`src/include/asb_pkg.sv`:
```
/*
 Shared constants and types of the break/idle capable asynchronous serial unit.
 Assumes a single clock domain and a synchronous active-high reset.
*/
package asb_pkg;
  // last sub-bit sample index of a bit period (16 samples per bit)
  localparam logic [3:0] OVS_LAST = 4'hf;
  // the three samples voted on around the bit centre
  localparam logic [3:0] SAMP_A = 4'h7;
  localparam logic [3:0] SAMP_B = 4'h8;
  localparam logic [3:0] SAMP_C = 4'h9;
  // bits per frame: start + data + one stop
  localparam logic [3:0] FRAME8 = 4'ha;
  localparam logic [3:0] FRAME9 = 4'hb;
  // data bits per word
  localparam logic [3:0] DATA8 = 4'h8;
  localparam logic [3:0] DATA9 = 4'h9;
  // reset values
  localparam logic [10:0] TX_SHIFT_RST = 11'h7ff;
  localparam logic [8:0] WORD_RST = 9'h000;
  localparam logic [7:0] PRE_RST = 8'h00;
  localparam logic [3:0] CNT_RST = 4'h0;
  localparam logic [1:0] VOTE_RST = 2'h0;
  typedef enum logic [1:0] {RX_HUNT, RX_START, RX_DATA, RX_STOP} asb_rx_state_t;
endpackage : asb_pkg

```
`src/verilog/asb_serial.sv`:
```
/*
 Asynchronous serial unit: transmitter with break and idle frame generation,
 receiver for 8/9-bit words with holding buffer, error flags and interrupt.
 Assumes control bits arrive as plain levels from CPU logic on clk_i, reads of
 the status and data port arrive as one-cycle pulses, and rx_in_pin_i is async.
*/
`timescale 1ns/100ps
module asb_serial (
  input wire logic clk_i,
  input wire logic rst_i,
  input wire logic word9_i,
  input wire logic [7:0] baud_select_reg_i,
  input wire logic [7:0] extended_rx_baud_reg_i,
  input wire logic tx_on_i,
  input wire logic break_send_request_i,
  input wire logic tx_wr_i,
  input wire logic [8:0] tx_data_i,
  output logic tx_holding_empty_o,
  output logic txd_o,
  input wire logic rx_on_i,
  input wire logic rx_in_pin_i,
  input wire logic status_rd_i,
  input wire logic data_rd_i,
  output logic [7:0] rx_data_o,
  output logic ninth_rx_bit_o,
  output logic rx_holding_full_o,
  output logic idle_flag_o,
  output logic overrun_o,
  output logic noise_o,
  output logic framing_o,
  input wire logic rx_irq_enable_i,
  input wire logic idle_irq_enable_i,
  input wire logic cpu_irq_mask_i,
  output logic irq_o
);
  import asb_pkg::*;

  logic [3:0] flen;
  logic [3:0] nbits;
  assign flen = word9_i ? FRAME9 : FRAME8;
  assign nbits = word9_i ? DATA9 : DATA8;

  // transmitter
  logic [10:0] tx_sh, next_tx_sh;
  logic [3:0] tx_left, next_tx_left;
  logic [3:0] tx_sub, next_tx_sub;
  logic [7:0] tx_pre, next_tx_pre;
  logic [8:0] tx_holding_buffer, next_tx_holding_buffer;
  logic hold_v, next_hold_v;
  logic idle_pend, next_idle_pend;
  logic brk_tail, next_brk_tail;
  logic tx_on_d, next_tx_on_d;
  logic tx_tick, tx_bit_end, tx_load;

  assign tx_tick = (tx_pre == baud_select_reg_i);
  assign tx_bit_end = tx_tick && (tx_sub == OVS_LAST);
  // a new frame is chosen only at a bit boundary once the last bit is out
  assign tx_load = tx_bit_end && (tx_left <= 4'h1);

  always_comb begin
    next_tx_sh = tx_sh;
    next_tx_left = tx_left;
    next_tx_pre = tx_tick ? PRE_RST : tx_pre + 8'h01;
    next_tx_sub = tx_tick ? tx_sub + 4'h1 : tx_sub;
    next_tx_holding_buffer = tx_holding_buffer;
    next_hold_v = hold_v;
    next_idle_pend = idle_pend;
    next_brk_tail = brk_tail;
    next_tx_on_d = tx_on_i;
    if (tx_wr_i && !hold_v) begin
      next_tx_holding_buffer = tx_data_i;
      next_hold_v = 1'b1;
    end
    if (tx_on_i && !tx_on_d) begin
      next_hold_v = 1'b0;
      next_idle_pend = 1'b1;
    end
    if (tx_bit_end && tx_left > 4'h1) begin
      next_tx_sh = {1'b1, tx_sh[10:1]};
      next_tx_left = tx_left - 4'h1;
    end else if (tx_load) begin
      next_tx_sh = TX_SHIFT_RST;
      next_tx_left = CNT_RST;
      if (tx_on_i) begin
        if (break_send_request_i) begin
          next_tx_sh = '0;
          next_tx_left = flen;
          next_brk_tail = 1'b1;
        end else if (brk_tail) begin
          next_tx_left = 4'h1;
          next_brk_tail = 1'b0;
        end else if (idle_pend || !tx_on_d) begin // re-enable during a load sends idle first
          next_tx_left = flen;
          next_idle_pend = 1'b0;
        end else if (hold_v) begin
          next_tx_sh = word9_i ? {1'b1, tx_holding_buffer, 1'b0}
                               : {2'b11, tx_holding_buffer[7:0], 1'b0};
          next_tx_left = flen;
          next_hold_v = 1'b0;
        end
      end
    end
  end

  always_ff @(posedge clk_i) begin
    if (rst_i) begin
      tx_sh <= TX_SHIFT_RST;
      tx_left <= CNT_RST;
      tx_sub <= CNT_RST;
      tx_pre <= PRE_RST;
      tx_holding_buffer <= WORD_RST;
      hold_v <= 1'b0;
      idle_pend <= 1'b0;
      brk_tail <= 1'b0;
      tx_on_d <= 1'b0;
    end else begin
      tx_sh <= next_tx_sh;
      tx_left <= next_tx_left;
      tx_sub <= next_tx_sub;
      tx_pre <= next_tx_pre;
      tx_holding_buffer <= next_tx_holding_buffer;
      hold_v <= next_hold_v;
      idle_pend <= next_idle_pend;
      brk_tail <= next_brk_tail;
      tx_on_d <= next_tx_on_d;
    end
  end

  assign txd_o = tx_sh[0];
  assign tx_holding_empty_o = !hold_v;

  // receiver
  logic rx_s1, rx_s2, rx_s3;
  always_ff @(posedge clk_i) begin
    if (rst_i) begin
      rx_s1 <= 1'b1;
      rx_s2 <= 1'b1;
      rx_s3 <= 1'b1;
    end else begin
      rx_s1 <= rx_in_pin_i;
      rx_s2 <= rx_s1;
      rx_s3 <= rx_s2;
    end
  end

  asb_rx_state_t rx_st, next_rx_st;
  logic [7:0] rx_pre, next_rx_pre;
  logic [3:0] rx_sub, next_rx_sub;
  logic [3:0] rx_cnt, next_rx_cnt;
  logic [1:0] votes, next_votes;
  logic [8:0] rx_sh, next_rx_sh;
  logic [8:0] rx_holding_buffer, next_rx_holding_buffer;
  logic noise_acc, next_noise_acc;
  logic full, next_full;
  logic ovr, next_ovr;
  logic fe, next_fe;
  logic nf, next_nf;
  logic idle_f, next_idle_f;
  logic idle_armed, next_idle_armed;
  logic [3:0] idle_cnt, next_idle_cnt;
  logic rd_armed, next_rd_armed;
  logic [7:0] rx_div;
  logic rx_tick, rx_bit_end, maj, bit_noise, rx_done;
  logic [8:0] word;

  // the extended prescaler, when nonzero, overrides the common one
  assign rx_div = (extended_rx_baud_reg_i != PRE_RST) ? extended_rx_baud_reg_i
                                                      : baud_select_reg_i;
  assign rx_tick = (rx_pre == rx_div);
  assign rx_bit_end = rx_tick && (rx_sub == OVS_LAST);
  assign maj = votes[1];
  assign bit_noise = (votes == 2'h1) || (votes == 2'h2);
  assign rx_done = (rx_st == RX_STOP) && rx_bit_end;
  assign word = word9_i ? rx_sh : {1'b0, rx_sh[8:1]};

  always_comb begin
    next_rx_st = rx_st;
    next_rx_pre = rx_tick ? PRE_RST : rx_pre + 8'h01;
    next_rx_sub = rx_tick ? rx_sub + 4'h1 : rx_sub;
    next_rx_cnt = rx_cnt;
    next_votes = votes;
    next_rx_sh = rx_sh;
    next_rx_holding_buffer = rx_holding_buffer;
    next_noise_acc = noise_acc;
    next_full = full;
    next_ovr = ovr;
    next_fe = fe;
    next_nf = nf;
    next_idle_f = idle_f;
    next_idle_armed = idle_armed;
    next_idle_cnt = idle_cnt;
    next_rd_armed = rd_armed;
    // clearing first so that a same-cycle set below wins
    if (status_rd_i) begin
      next_rd_armed = 1'b1;
    end else if (data_rd_i && rd_armed) begin
      next_full = 1'b0;
      next_ovr = 1'b0;
      next_fe = 1'b0;
      next_nf = 1'b0;
      next_idle_f = 1'b0;
      next_rd_armed = 1'b0;
    end
    if (rx_tick && (rx_sub == SAMP_A || rx_sub == SAMP_B || rx_sub == SAMP_C)) begin
      next_votes = votes + {1'b0, rx_s2};
    end
    if (rx_bit_end) begin
      next_votes = VOTE_RST;
    end
    unique case (rx_st)
      RX_HUNT: begin
        if (rx_bit_end) begin
          next_idle_cnt = maj ? idle_cnt + 4'h1 : CNT_RST;
          if (maj && idle_armed && idle_cnt + 4'h1 == flen) begin
            next_idle_f = 1'b1;
            next_idle_armed = 1'b0;
          end
        end
        if (rx_on_i && rx_s3 && !rx_s2) begin
          next_rx_st = RX_START;
          next_rx_pre = PRE_RST;
          next_rx_sub = CNT_RST;
          next_votes = VOTE_RST;
          next_noise_acc = 1'b0;
        end
      end
      RX_START: begin
        if (rx_bit_end) begin
          next_noise_acc = bit_noise;
          next_rx_cnt = CNT_RST;
          next_rx_st = maj ? RX_HUNT : RX_DATA;
        end
      end
      RX_DATA: begin
        if (rx_bit_end) begin
          next_rx_sh = {maj, rx_sh[8:1]};
          next_noise_acc = noise_acc | bit_noise;
          next_rx_cnt = rx_cnt + 4'h1;
          if (rx_cnt + 4'h1 == nbits) begin
            next_rx_st = RX_STOP;
          end
        end
      end
      RX_STOP: begin
        if (rx_bit_end) begin
          next_rx_st = RX_HUNT;
          next_idle_armed = 1'b1;
          next_idle_cnt = CNT_RST;
          if (full) begin
            next_ovr = 1'b1;
          end else begin
            next_rx_holding_buffer = word;
            next_full = 1'b1;
            next_fe = !maj;
            next_nf = noise_acc | bit_noise;
          end
        end
      end
    endcase
    if (!rx_on_i) begin
      next_rx_st = RX_HUNT;
    end
  end

  always_ff @(posedge clk_i) begin
    if (rst_i) begin
      rx_st <= RX_HUNT;
      rx_pre <= PRE_RST;
      rx_sub <= CNT_RST;
      rx_cnt <= CNT_RST;
      votes <= VOTE_RST;
      rx_sh <= WORD_RST;
      rx_holding_buffer <= WORD_RST;
      noise_acc <= 1'b0;
      full <= 1'b0;
      ovr <= 1'b0;
      fe <= 1'b0;
      nf <= 1'b0;
      idle_f <= 1'b0;
      idle_armed <= 1'b0;
      idle_cnt <= CNT_RST;
      rd_armed <= 1'b0;
    end else begin
      rx_st <= next_rx_st;
      rx_pre <= next_rx_pre;
      rx_sub <= next_rx_sub;
      rx_cnt <= next_rx_cnt;
      votes <= next_votes;
      rx_sh <= next_rx_sh;
      rx_holding_buffer <= next_rx_holding_buffer;
      noise_acc <= next_noise_acc;
      full <= next_full;
      ovr <= next_ovr;
      fe <= next_fe;
      nf <= next_nf;
      idle_f <= next_idle_f;
      idle_armed <= next_idle_armed;
      idle_cnt <= next_idle_cnt;
      rd_armed <= next_rd_armed;
    end
  end

  assign rx_data_o = rx_holding_buffer[7:0];
  assign ninth_rx_bit_o = rx_holding_buffer[8];
  assign rx_holding_full_o = full;
  assign idle_flag_o = idle_f;
  assign overrun_o = ovr;
  assign noise_o = nf;
  assign framing_o = fe;
  assign irq_o = !cpu_irq_mask_i && ((rx_irq_enable_i && (full || ovr)) ||
                 (idle_irq_enable_i && idle_f));

  AST_BRK_LOW: assert property (@(posedge clk_i) disable iff (rst_i)
    (tx_load && tx_on_i && break_send_request_i) |=> (!txd_o && tx_sh == 11'h000))
    else $error("break frame not loaded");
  AST_BRK_LEN: assert property (@(posedge clk_i) disable iff (rst_i)
    (tx_load && tx_on_i && break_send_request_i) |=>
    (tx_left == ($past(word9_i) ? FRAME9 : FRAME8)))
    else $error("break frame length wrong");
  AST_BRK_TAIL: assert property (@(posedge clk_i) disable iff (rst_i)
    (tx_load && tx_on_i && !break_send_request_i && brk_tail) |=>
    (txd_o && tx_left == 4'h1 && !brk_tail))
    else $error("no high bit after break");
  AST_TX_REEN: assert property (@(posedge clk_i) disable iff (rst_i)
    $rose(tx_on_i) |=> (!hold_v && (idle_pend || tx_sh == TX_SHIFT_RST)))
    else $error("re-enable did not queue idle or drop holding data");
  AST_IDLE_FRAME: assert property (@(posedge clk_i) disable iff (rst_i)
    (tx_load && tx_on_i && !break_send_request_i && !brk_tail && idle_pend) |=>
    (tx_sh == TX_SHIFT_RST && tx_left == $past(flen) && !idle_pend))
    else $error("idle frame not sent");
  AST_RX_FILL: assert property (@(posedge clk_i) disable iff (rst_i)
    (rx_done && !full) |=> (full && rx_holding_buffer == $past(word)))
    else $error("character not moved to holding buffer");
  AST_RX_OVR: assert property (@(posedge clk_i) disable iff (rst_i)
    (rx_done && full) |=> (ovr && $stable(rx_holding_buffer)))
    else $error("overrun not flagged");
  AST_RX_FE: assert property (@(posedge clk_i) disable iff (rst_i)
    (rx_done && !full && !maj) |=> (fe && full))
    else $error("framing error not flagged");
  AST_RX_OFF: assert property (@(posedge clk_i) disable iff (rst_i)
    !rx_on_i |=> (rx_st == RX_HUNT))
    else $error("receiver active while disabled");
  AST_CLR: assert property (@(posedge clk_i) disable iff (rst_i)
    (data_rd_i && rd_armed && !status_rd_i && !rx_done) |=> (!full && !ovr))
    else $error("clear sequence failed");
  AST_IRQ: assert property (@(posedge clk_i) disable iff (rst_i)
    (full && rx_irq_enable_i && !cpu_irq_mask_i) |-> irq_o)
    else $error("receive interrupt missing");
  AST_IRQ_MASK: assert property (@(posedge clk_i) disable iff (rst_i)
    cpu_irq_mask_i |-> !irq_o)
    else $error("interrupt raised while masked");
  AST_IRQ_OFF: assert property (@(posedge clk_i) disable iff (rst_i)
    (!rx_irq_enable_i && !idle_irq_enable_i) |-> !irq_o)
    else $error("interrupt raised while disabled");
  AST_IDLE_IRQ: assert property (@(posedge clk_i) disable iff (rst_i)
    (idle_f && idle_irq_enable_i && !cpu_irq_mask_i) |-> irq_o)
    else $error("idle interrupt missing");
endmodule : asb_serial

```
`config.mk`:
```
export PLATFORM = sky130hd
export DESIGN_NAME = asb_serial
export DESIGN_NICKNAME = d
export VERILOG_FILES = /design/src/include/asb_pkg.sv /design/src/verilog/asb_serial.sv
export SDC_FILE = /design/constraint.sdc
export NUM_CORES = 1
export LEC_CHECK = 0
export BUFFER_PORTS_ARGS = -buffer_cell sky130_fd_sc_hd__buf_4
export CAP_MARGIN = 20
export CORE_ASPECT_RATIO = 0.8
export CORE_MARGIN = 2
export CORE_UTILIZATION = 53
export CTS_CLUSTER_SIZE = 40
export DETAILED_ROUTE_END_ITERATION = 10
export MAX_ROUTING_LAYER = met4
export PLACE_DENSITY = 0.74
export SKIP_LAST_GASP = 1
export SLEW_MARGIN = 20
export SYNTH_ARGS = -nofsm -noshare
export SYNTH_HDL_FRONTEND = slang
export SYNTH_SLANG_ARGS = --single-unit
export TNS_END_PERCENT = 5
```
`constraint.sdc`:
```
create_clock -name clk_i -period 2.9 [get_ports clk_i]
set_input_delay 0.435 -clock clk_i [delete_from_list [all_inputs] [get_ports clk_i]]
set_output_delay 0.435 -clock clk_i [all_outputs]
set_load 0.1 [all_outputs]
```
======== After elaboration in Yosys (flattened, before gate mapping) ========
Cells that the tools add are included.
W data, S select, Z words.
word-level totals
  bits in registers ....................... 93
  input bits .............................. 38
  output and inout port bits .............. 17
  word-level logic and storage cells ...... 202
operators by class
  add/subtract/negate cells ............... 8
  $lt $le $gt $ge ......................... 2
  equal/unequal tests ..................... 21
  multiplexer cells ....................... 94
  bitwise operators ....................... 4
  reductions and logical operators ........ 44
operator list
  operator               number
  $mux W10               6
  $mux W4                14
  $mux W1                52
  $mux W8                4
  $mux W11               2
  $mux W2                10
  $add A4 B1 Y4 const B  4
  $add A8 B1 Y8 const B  2
  $eq A4 B4 Y1 const B   4
  $eq A8 B8 Y1           2
  $pmux W4 S2            2
  $logic_and A1 B1 Y1    15
  $ne A2 B2 Y1 const B   7
  $reduce_and A3 Y1      4
  $mux W9                1
  $eq A4 B4 Y1           2
  $pmux W2 S4            1
  $reduce_and A4 Y1      2
  $reduce_bool A2 Y1     4
  $reduce_bool A8 Y1     1
  $eq A2 B2 Y1 const B   3
  $logic_or A1 B1 Y1     6
  $reduce_or A2 Y1       3
  $logic_not A1 Y1       5
  other kinds (14)       17

======== Depth between registers and ports, before layout ========
Gate-level depths: netlist of the first run.
  word-level depth ........................ 11
  mapped depth ............................ 9
  gate-level depth less buffers ........... 8

======== Worst setup path before layout of the first run ========
OpenSTA, ideal clock, no wires.
  path kind ............................... register -> output
  start point ............................. reg ovr (netlist: overrun_o)
  end point ............................... out irq_o
  data arrival time ....................... 2672 ps
  setup slack ............................. -207 ps
  cell stages (with the launch flop) ...... 3
  cells stage by stage .................... dfxtp_1 o21ai_0 a21oi_1
between the ends
  cells in the longest elaborated chain, start to end .. 4
RTL lines
  item                    RTL line           RTL
  from (decl)             asb_serial.sv:155  logic ovr, next_ovr;
  from (signal assigned)  asb_serial.sv:293  ovr <= next_ovr;
  $logic_or A1 B1 Y1      asb_serial.sv:310  assign irq_o = !cpu_irq_mask_i && ((rx_irq_enable_i && (full || ovr)) ||
  $logic_and A1 B1 Y1     asb_serial.sv:310
  $logic_or A1 B1 Y1      asb_serial.sv:310
  $logic_and A1 B1 Y1     asb_serial.sv:310
  to (decl)               asb_serial.sv:34   output logic irq_o
No other way between the ends.

======== Final worst setup path of the first run ========
  start point ............................. in extended_rx_baud_reg_i[4]
  end point ............................... reg rx_sh[0]
between the ends
  cells in the longest elaborated chain, start to end .. 5
RTL lines
  item                                    RTL line           RTL
  from (decl)                             asb_serial.sv:13   input wire logic [7:0] extended_rx_baud_reg_i,
  $reduce_bool A8 Y1                      asb_serial.sv:167  assign rx_div = (extended_rx_baud_reg_i != PRE_RST) ? extended_rx_baud_reg_i
  $mux W8 (*)                             asb_serial.sv:167
  $eq A8 B8 Y1 (*)                        asb_serial.sv:169  assign rx_tick = (rx_pre == rx_div);
  $logic_and A1 B1 Y1 (*)                 asb_serial.sv:170  assign rx_bit_end = rx_tick && (rx_sub == OVS_LAST);
  $reduce_and A2 Y1 (no source line) (*)  n/a
  to (signal assigned)                    asb_serial.sv:289  rx_sh <= next_rx_sh;
  to (decl)                               asb_serial.sv:151  logic [8:0] rx_sh, next_rx_sh;
Mark *: on every way between the ends. The rest lies on a longest branch, timed or not.
A chain may end at the register's enable or synchronous reset.

==> results of run 1 <==
## layout by cell type, fill, tap and decap left out, types with 3 or more instances in the layout
cell type and count:
nand4_1 8, nand3_1 29, nor3_1 6, o21ai_0 31, and3_1 9, inv_1 17
nor4b_1 11, buf_4 65, clkbuf_8 11, mux2_2 9, nand2_1 44, mux2i_1 15
ha_1 15, dfxtp_1 93, nand2b_1 3, xor2_1 19, a21oi_1 52, a21boi_0 10
nor2b_1 8, o41ai_2 3, or2_2 5, xnor2_1 22, o211ai_1 4, nor2_1 56
## sequential cells by signal, indices dropped and copies added, names as in the netlist, 8 cells and up, named ones only
register	cells
tx_pre	8
rx_holding_buffer	9
tx_holding_buffer	9
rx_sh	9
rx_pre	8
tx_sh	11
## power by group
part	total, mW	switching, mW	internal [mW]	leakage [nW]
clock	0.811	0.452	0.358	0.0917
combinational	0.185	0.102	0.0831	1.26
sequential	1.32	0.0210	1.30	0.754
## cell families after synthesis
kind of cell	count (synthesis)
AO/OA/AOI/OAI	119
buffers and inverters	41
multiplexers	24
flip-flops	93
adder cells (fa/ha/maj)	15
XOR/XNOR	41
AND/OR/NAND/NOR	193
## worst max-delay path, stage by stage
cell,delay (ns)
buf_4,0.13
nor4_1,0.56
a21oi_1,0.19
xnor2_1,0.18
nor4_2,0.27
buf_4,0.21
and3_1,0.26
buf_4,0.21
nand3_1,0.09
a21oi_1,0.16
## layer usage
layer / part of all wire [%] / wire length (um) / GRT usage (%)
met1: 48 / 4756 / 31.03
met2: 47 / 4592 / 34.64
met3: 4.4 / 430 / 6.767
met4: 0.89 / 88 / 5.195
met5: 0 / 0 / -
## cell usage after synthesis, types with 2 or more instances
| library cell | count | area, sq um |
|---|---|---|
| o41ai_2 | 3 | 48.80 |
| o21ai_1 | 2 | 10.01 |
| nor3_1 | 6 | 30.03 |
| nor4_1 | 2 | 12.51 |
| nand4_1 | 8 | 50.05 |
| buf_2 | 3 | 15.01 |
| nand2_1 | 44 | 165.2 |
| nand2b_1 | 3 | 18.77 |
| o211ai_1 | 4 | 30.03 |
| a21boi_0 | 10 | 75.07 |
| dfxtp_1 | 93 | 1862 |
| inv_1 | 17 | 63.81 |
| and3_1 | 9 | 56.30 |
| nor2_1 | 56 | 210.2 |
| a21oi_1 | 53 | 265.3 |
| mux2_2 | 9 | 101.4 |
| o21ai_0 | 31 | 155.2 |
| o221a_2 | 2 | 22.52 |
| ha_1 | 15 | 187.7 |
| nand3b_1 | 2 | 15.01 |
| nand3_1 | 29 | 145.1 |
| or2_0 | 2 | 12.51 |
| xor2_1 | 19 | 166.4 |
| mux2i_1 | 15 | 150.1 |
| buf_1 | 5 | 18.77 |
| a32oi_1 | 2 | 17.52 |
| nor2b_1 | 8 | 50.05 |
| o32ai_1 | 2 | 17.52 |
| xnor2_1 | 22 | 192.7 |
| or2_2 | 5 | 31.28 |
| clkbuf_1 | 15 | 56.30 |
| a31oi_1 | 2 | 12.51 |
| nor4_2 | 2 | 25.02 |
| nor4b_1 | 11 | 96.34 |
## path summary, 6_finish.rpt
check                             from                    end  slack (ns)  depth (start not counted)
max          extended_rx_baud_reg_i[4]  rx_sh[0]$_SDFFE_PP0P_        0.50                         10
min                        rx_in_pin_i       rx_s1$_SDFF_PP1_        0.25                          2
max reg2reg       tx_pre[0]$_SDFF_PP0_  tx_sh[2]$_SDFFE_PP1P_        0.67                          8
min reg2reg           rx_s1$_SDFF_PP1_       rx_s2$_SDFF_PP1_        0.41                          1
## per-stage QoR
stage          std cells  total power [mW]
2_1_floorplan        526             1.450
3_3_place_gp         679             1.526
3_5_place_dp         679             1.530
4_1_cts              695             2.337
5_1_grt              695             2.407
6_report             695             2.313
## final cells by class
class | instances | area share [%]
tap | 112 | 2.679
inverter | 17 | 1.220
clock inverter | 5 | 0.6458
timing repair buffer | 65 | 9.328
sequential | 93 | 35.59
multi-input combinational | 392 | 47.64
clock buffer | 11 | 2.894
==> out/results.md, run 1 <==
| Group | Parameter | Reported |
|:---|:---|:---|
| floorplan | Core outline area | 8371 sq um |
| yosys | Main combinational cell family by area after synthesis | simple AND/OR/NAND/NOR gates |
| yosys | Post-Synth Simple-Gate Area | 21.52% |
| flow run | Max-cap viol count | 0 |
| yosys | Post-synthesis register bit count | 93 |
| place | Port Buffers | 54 |
| cells and area | Area taken by flip-flops and latches | 1862 sq um |
| place | Worst slack after detailed placement | 0.1943 ns |
| clock network | Number of buffers created by CTS | 9 |
| yosys | Average footprint of a synthesized cell | 8.578 sq um |
| yosys | Compound-cell area share of the yosys netlist | 15.95% |
| yosys | Dominant register cell in the synthesized netlist | dfxtp_1 |
| global routing | Largest net degree at the start of global routing | 66 |
| cells and area | Share of final-layout standard cells stronger than drive strength 1 | 18.18% |
| sta | Pin slew with the least headroom to its limit | 0.6859 ns |
| floorplan | Die Area | 9272 sq um |
| critical path | Worst Setup Start Kind | input port |
| sta | Tightest slew margin relative to the limit | 54.27% |
| yosys | Post-synthesis net count | 579 |
| clock network | CTS clk-pin slew, worst paths | 0.09 ns |
| global routing | First-pass GRT wire length | 16.63 mm |
| place | Placed inst area | 5046 sq um |
| place | Placer's final routability congestion estimate | 0.8391 |
| sta | Final critical-path setup slack | 0.5013 ns |
| sta | Final-layout setup total negative slack | 0 ns |
| place | Detailed-placement wirelength estimate | 6.830 mm |
| clock network | Number of resized instances in the post-cts repair step | 0 |
| critical path | Critical path arrival | 2.69 ns |
| sta | Final Cycle Share | 82.71% |
| clock network | Root buffer selected by CTS | clkbuf_8 |
| drt | Drt pass-1 iters | 5 |
| clock network | Maximum root-to-sink buffer count | 2 |
| cells and area | Core utilization of the finished layout | 62.50% |
| drt | Aggregate routed wire length | 9.867 mm |
| run status | Run status | finished clean |
| yosys | Ys Warns | 0 |
| drt | Post-detailed-route DRC marker count | 0 |
| floorplan | Initial standard-cell utilization of the core | 53.90% |
| floorplan | Die width | 107.2 um |
| clock network | Post-CTS Hold Buffers | 0 |
| pwr | Cell leakage power | 2.105 nW |
| drt | DR vias/cell | 5.529 |
| clock network | Insertion delay of the later-clocked pin in the worst-skew pair | 0.37 ns |
| global routing | Antenna violations before repair | 0 |
| sta | Minimum period implied by the final worst setup slack | 2.399 ns |
| critical path | Endpoint required time on the critical path | 3.20 ns |
| critical path | Endpoint kind of the worst setup timing path | register |
| cells and area | Layout Cell Area excl Fill | 5231 sq um |
| critical path | Setup CP Type | in2reg |
| floorplan | Height of the chip | 86.53 um |
| pwr | Peak supply drop | 0.3814 mV |
| pwr | P per Cell Area | 442.2 nW/um^2 |
| drt | Number of DRC violations after detailed-routing iteration 0 | 220 |
| sta | Peak clock frequency supported by timing | 0.4169 GHz |
| yosys | Post-synthesis share of cell area spent on xor and xnor gates | 7.959% |
| yosys | Arithmetic-cell share of the synthesized area counting full adders, half adders and majority gates | 4.160% |
| critical path | Maximum fanout along the worst path | 10 |
| yosys | Seq/Total Area, Yosys | 41.26% |
| worst hold path | Worst min path class | in2reg |
| sta | Final Slew Violations | 0 |
| global routing | Total routing usage reported by global routing | 23.10% |
| clock network | TritonCTS sink count | 93 |
| drt | DRT antenna net count | 0 |
| yosys | Number of enable-type register cells in the synthesized netlist | 0 |
| sta | Setup repair after global routing missed its margin | false |
| sta | Final hold violation count | 0 |
| yosys | Distinct cell type count after synthesis | 49 |
| global routing | Via count of the first global-routing pass | 3519 |
| cells and area | Layout overhead on the synthesized area | 15.95% |
| drt | Vias post-DR | 3843 |
| clock network | TritonCTS clock tree | yes |
| yosys | Async set-reset flop share out of synthesis | 0% |
| cells and area | Inserted Diodes | 0 |
| yosys | Mapped cell area | 4512 sq um |
| yosys | Number of standard cells after synthesis | 526 |
| global routing | Congestion Overflow GR | 0 |
| cells and area | # nets final | 631 |
| cells and area | Area of combinational cells with multiple inputs | 2492 sq um |
| sta | Post-route worst hold slack | 0.2541 ns |
| floorplan | Placement Rows | 30 |
| sta | Final setup violation count | 0 |
| floorplan | Top Ports | 55 |
| sta | Worst-case clock skew | 0.01305 ns |
| yosys | Multiplexer area fraction after synthesis | 5.574% |
| clock network | Number of levels the H-tree was split into | 3 |
| cells and area | Number of filler cells placed in the layout | 729 |
| clock network | Buffer count from post-CTS setup fixing | 0 |
| drt | Average wire length per cell after detail routing | 14.20 um |
No activity file was read; power rests on OpenSTA's default activity.
==> inputs of run 2 (changes only) <==
clock period = 2.48 ns   (was 2.9 ns; I/O delays follow)
==> run 2 against run 1 <==
Setup slack lost 0.092 ns. Count of clock-buffer cells in the layout grew 1. Largest cell class unchanged. Critical path type unchanged. Sequential power grew 17%. Clock power grew 13%. Wire length shrank 0.40%.
==> out/results.md, run 2 (synthesis gave the netlist of run 1 again) <==
| Group | Parameter | Reported | Delta |
|:---|:---|:---|:---|
| run status | Run status | finished clean |  |
| sta | Worst-case clock skew | 0.009190 ns | -0.003861 ns |
| cells and area | Share of final-layout standard cells stronger than drive strength 1 | 18.85% | +0.66 points |
| clock network | Insertion delay of the later-clocked pin in the worst-skew pair | 0.36 ns | about the same |
| critical path | Cell count of the worst reg-to-reg path | 7 | -1 |
| sta | Final setup violation count | 0 | unchanged |
| drt | Number of DRC violations after detailed-routing iteration 0 | 185 | -16% |
| pwr | P per Cell Area | 508.3 nW/um^2 | +15% |
| place | Placer's final routability congestion estimate | 0.8515 | +1.5% |
| drt | Post-detailed-route DRC marker count | 0 | unchanged |
| drt | Vias post-DR | 3848 | +0.13% |
| place | Port Buffers | 54 | unchanged |
| cells and area | Flip-flop count of the largest register after layout | 11 | unchanged |
| sta | Pin slew with the least headroom to its limit | 0.6349 ns | -0.05100 ns |
| floorplan | Die Area | 9272 sq um | unchanged |
| sta | Peak clock frequency supported by timing | 0.4829 GHz |  |
| global routing | Largest net degree at the start of global routing | 41 | -38% |
| floorplan | Die width | 107.2 um | unchanged |
| cells and area | # nets final | 637 | +0.95% |
| pwr | Cell leakage power | 2.136 nW | +1.5% |
| floorplan | Core outline area | 8371 sq um | unchanged |
| clock network | Number of buffers created by CTS | 9 | unchanged |
| sta | Minimum period implied by the final worst setup slack | 2.071 ns |  |
| floorplan | Top Ports | 55 | unchanged |
| cells and area | Register with the most flip-flops | tx_sh |  |
| critical path | Setup CP Type | in2reg |  |
| worst hold path | Worst min-delay path startpoint | rx_in_pin_i |  |
| pwr | Overall power consumption | 2.678 mW | +16% |
| cells and area | Layout overhead on the synthesized area | 16.78% |  |
| critical path | Register-to-Register Setup Slack | 0.46 ns | -0.21 ns |
| critical path | Critical path arrival | 2.30 ns | -0.39 ns |
| global routing | Via count of the first global-routing pass | 3655 | +3.9% |
| sta | Final Cycle Share | 83.51% |  |
| floorplan | Placement Rows | 30 | unchanged |
| cells and area | Most frequent cells in the layout | dfxtp_1, buf_4, nor2_1, a21oi_1, nand2_1 |  |
| clock network | TritonCTS sink count | 93 | unchanged |
| global routing | Congestion Overflow GR | 0 | unchanged |
| clock network | Number of levels the H-tree was split into | 3 | unchanged |
| global routing | Antenna violations before repair | 0 | unchanged |
| sta | Final hold violation count | 0 | unchanged |
| sta | Final Slew Violations | 0 | unchanged |
| clock network | Maximum root-to-sink buffer count | 2 | unchanged |
| worst hold path | Endpoint, Worst Hold | rx_s1$_SDFF_PP1_ |  |
| cells and area | Inserted Diodes | 0 | unchanged |
| critical path | Worst flop-to-flop path startpoint | rx_cnt[0]$_SDFFE_PP0P_ |  |
| drt | Aggregate routed wire length | 9.828 mm | -0.40% |
| flow run | Max-cap viol count | 0 | unchanged |
| sta | Tightest slew margin relative to the limit | 57.67% | +3.4 points |
| drt | DRT antenna net count | 0 | unchanged |
| cells and area | Most common cell after layout, fill and taps aside | dfxtp_1 |  |
| sta | Final-layout setup total negative slack | 0 ns | unchanged |
| clock network | Post-CTS Hold Buffers | 0 | unchanged |
| floorplan | Initial standard-cell utilization of the core | 53.90% | unchanged |
| clock network | TritonCTS clock tree | yes |  |
| sta | Post-route worst hold slack | 0.1942 ns | -0.05995 ns |
| global routing | Total routing usage reported by global routing | 23.05% | -0.046 points |
| floorplan | Height of the chip | 86.53 um | unchanged |
| pwr | Peak supply drop | 0.4724 mV | +24% |
| sta | Setup repair after global routing missed its margin | false |  |
| critical path | Endpoint kind of the worst setup timing path | register |  |
| place | Detailed-placement wirelength estimate | 7.005 mm | +2.6% |
| critical path | Worst Setup Start Kind | input port |  |
| drt | Average wire length per cell after detail routing | 14.02 um | -1.2% |
| worst hold path | Worst min path class | in2reg |  |
| drt | Drt pass-1 iters | 4 | -1 |
| critical path | Endpoint required time on the critical path | 2.71 ns | -0.49 ns |
| critical path | Maximum fanout along the worst path | 11 | +1 |
| global routing | First-pass GRT wire length | 16.67 mm | +0.25% |
| clock network | CTS clk-pin slew, worst paths | 0.08 ns | about the same |
| worst hold path | Number of cells traversed by the worst hold path | 2 | unchanged |
| clock network | Buffer count from post-CTS setup fixing | 0 | unchanged |
| drt | DR vias/cell | 5.489 | -0.73% |
| clock network | Number of resized instances in the post-cts repair step | 0 | unchanged |
| clock network | Root buffer selected by CTS | clkbuf_8 |  |
## run 2: cell count changes in the layout (fill, tap and decap cells not counted), sizes merged
cell / before / now
buf: 65 / 71
clkbuf: 11 / 12
clkinv: 2 / 3
clkinvlp: 2 / 1
inv: 18 / 17
## run 2: worst max path at each step
stage,startpoint,end,slack [ns],depth (start not counted)
global placement,extended_rx_baud_reg_i[4],rx_holding_buffer[0]$_SDFFE_PP0P_,0.04,11
floorplan,extended_rx_baud_reg_i[4],idle_cnt[2]$_SDFFE_PP0P_,-0.11,8
CTS,extended_rx_baud_reg_i[4],rx_holding_buffer[1]$_SDFFE_PP0P_,0.43,11
detailed placement,extended_rx_baud_reg_i[0],rx_pre[2]$_SDFF_PP0_,0.06,11
global route,extended_rx_baud_reg_i[4],rx_holding_buffer[1]$_SDFFE_PP0P_,0.23,11
finish,extended_rx_baud_reg_i[4],rx_cnt[2]$_SDFFE_PP0P_,0.41,11
## run 2: stage by stage
| step | std cells | utilization, % | instance area, sq um | setup WS, ns |
|---|---|---|---|---|
| 5_1_grt | 701 | 62.94 | 5269 | 0.2289 |
| 4_1_cts | 701 | 62.94 | 5269 | 0.4275 |
| 3_3_place_gp | 685 | 60.82 | 5091 | 0.04336 |
| 6_report | 701 | 62.94 | 5269 | 0.4090 |
| 3_5_place_dp | 685 | 60.82 | 5091 | 0.06184 |
| 2_1_floorplan | 526 | - | 4516 | -0.1077 |
## run 2: area by class of cell
type	count	area, sq um
Clock inverter	4	22.52
Clock buffer	12	155.1
Inverter	17	63.81
Sequential cell	93	1862
Tap cell	112	140.1
Timing Repair Buffer	71	533.0
Multi-Input combinational cell	392	2492
Fill cell	703	3102
## run 2: per-layer routing
layer | wire (um) | vias to the layer above | track usage, %
met5 | 0 | - | -
met4 | 99 | 0 | 6.021
met3 | 429 | 9 | 6.316
met2 | 4687 | 63 | 36.48
met1 | 4612 | 1815 | 29.35
li1 | - | 1961 | -
## run 2: critical path: stages
cell and delay, ns:
buf_4 0.13, nor4_1 0.27, buf_4 0.17, a21oi_1 0.07, xnor2_1 0.14, nor4_2 0.29, buf_4 0.21, nand3_1 0.13
buf_4 0.21, nor2_1 0.20, o32ai_1 0.11
## run 2: where the power goes
| part | leakage, nW | switching [mW] | internal, mW | total, mW |
|---|---|---|---|---|
| Sequential | 0.754 | 0.0233 | 1.52 | 1.54 |
| Clock | 0.0921 | 0.505 | 0.415 | 0.919 |
| Combinational | 1.29 | 0.119 | 0.100 | 0.219 |
| Total | 2.14 | 0.647 | 2.03 | 2.68 |
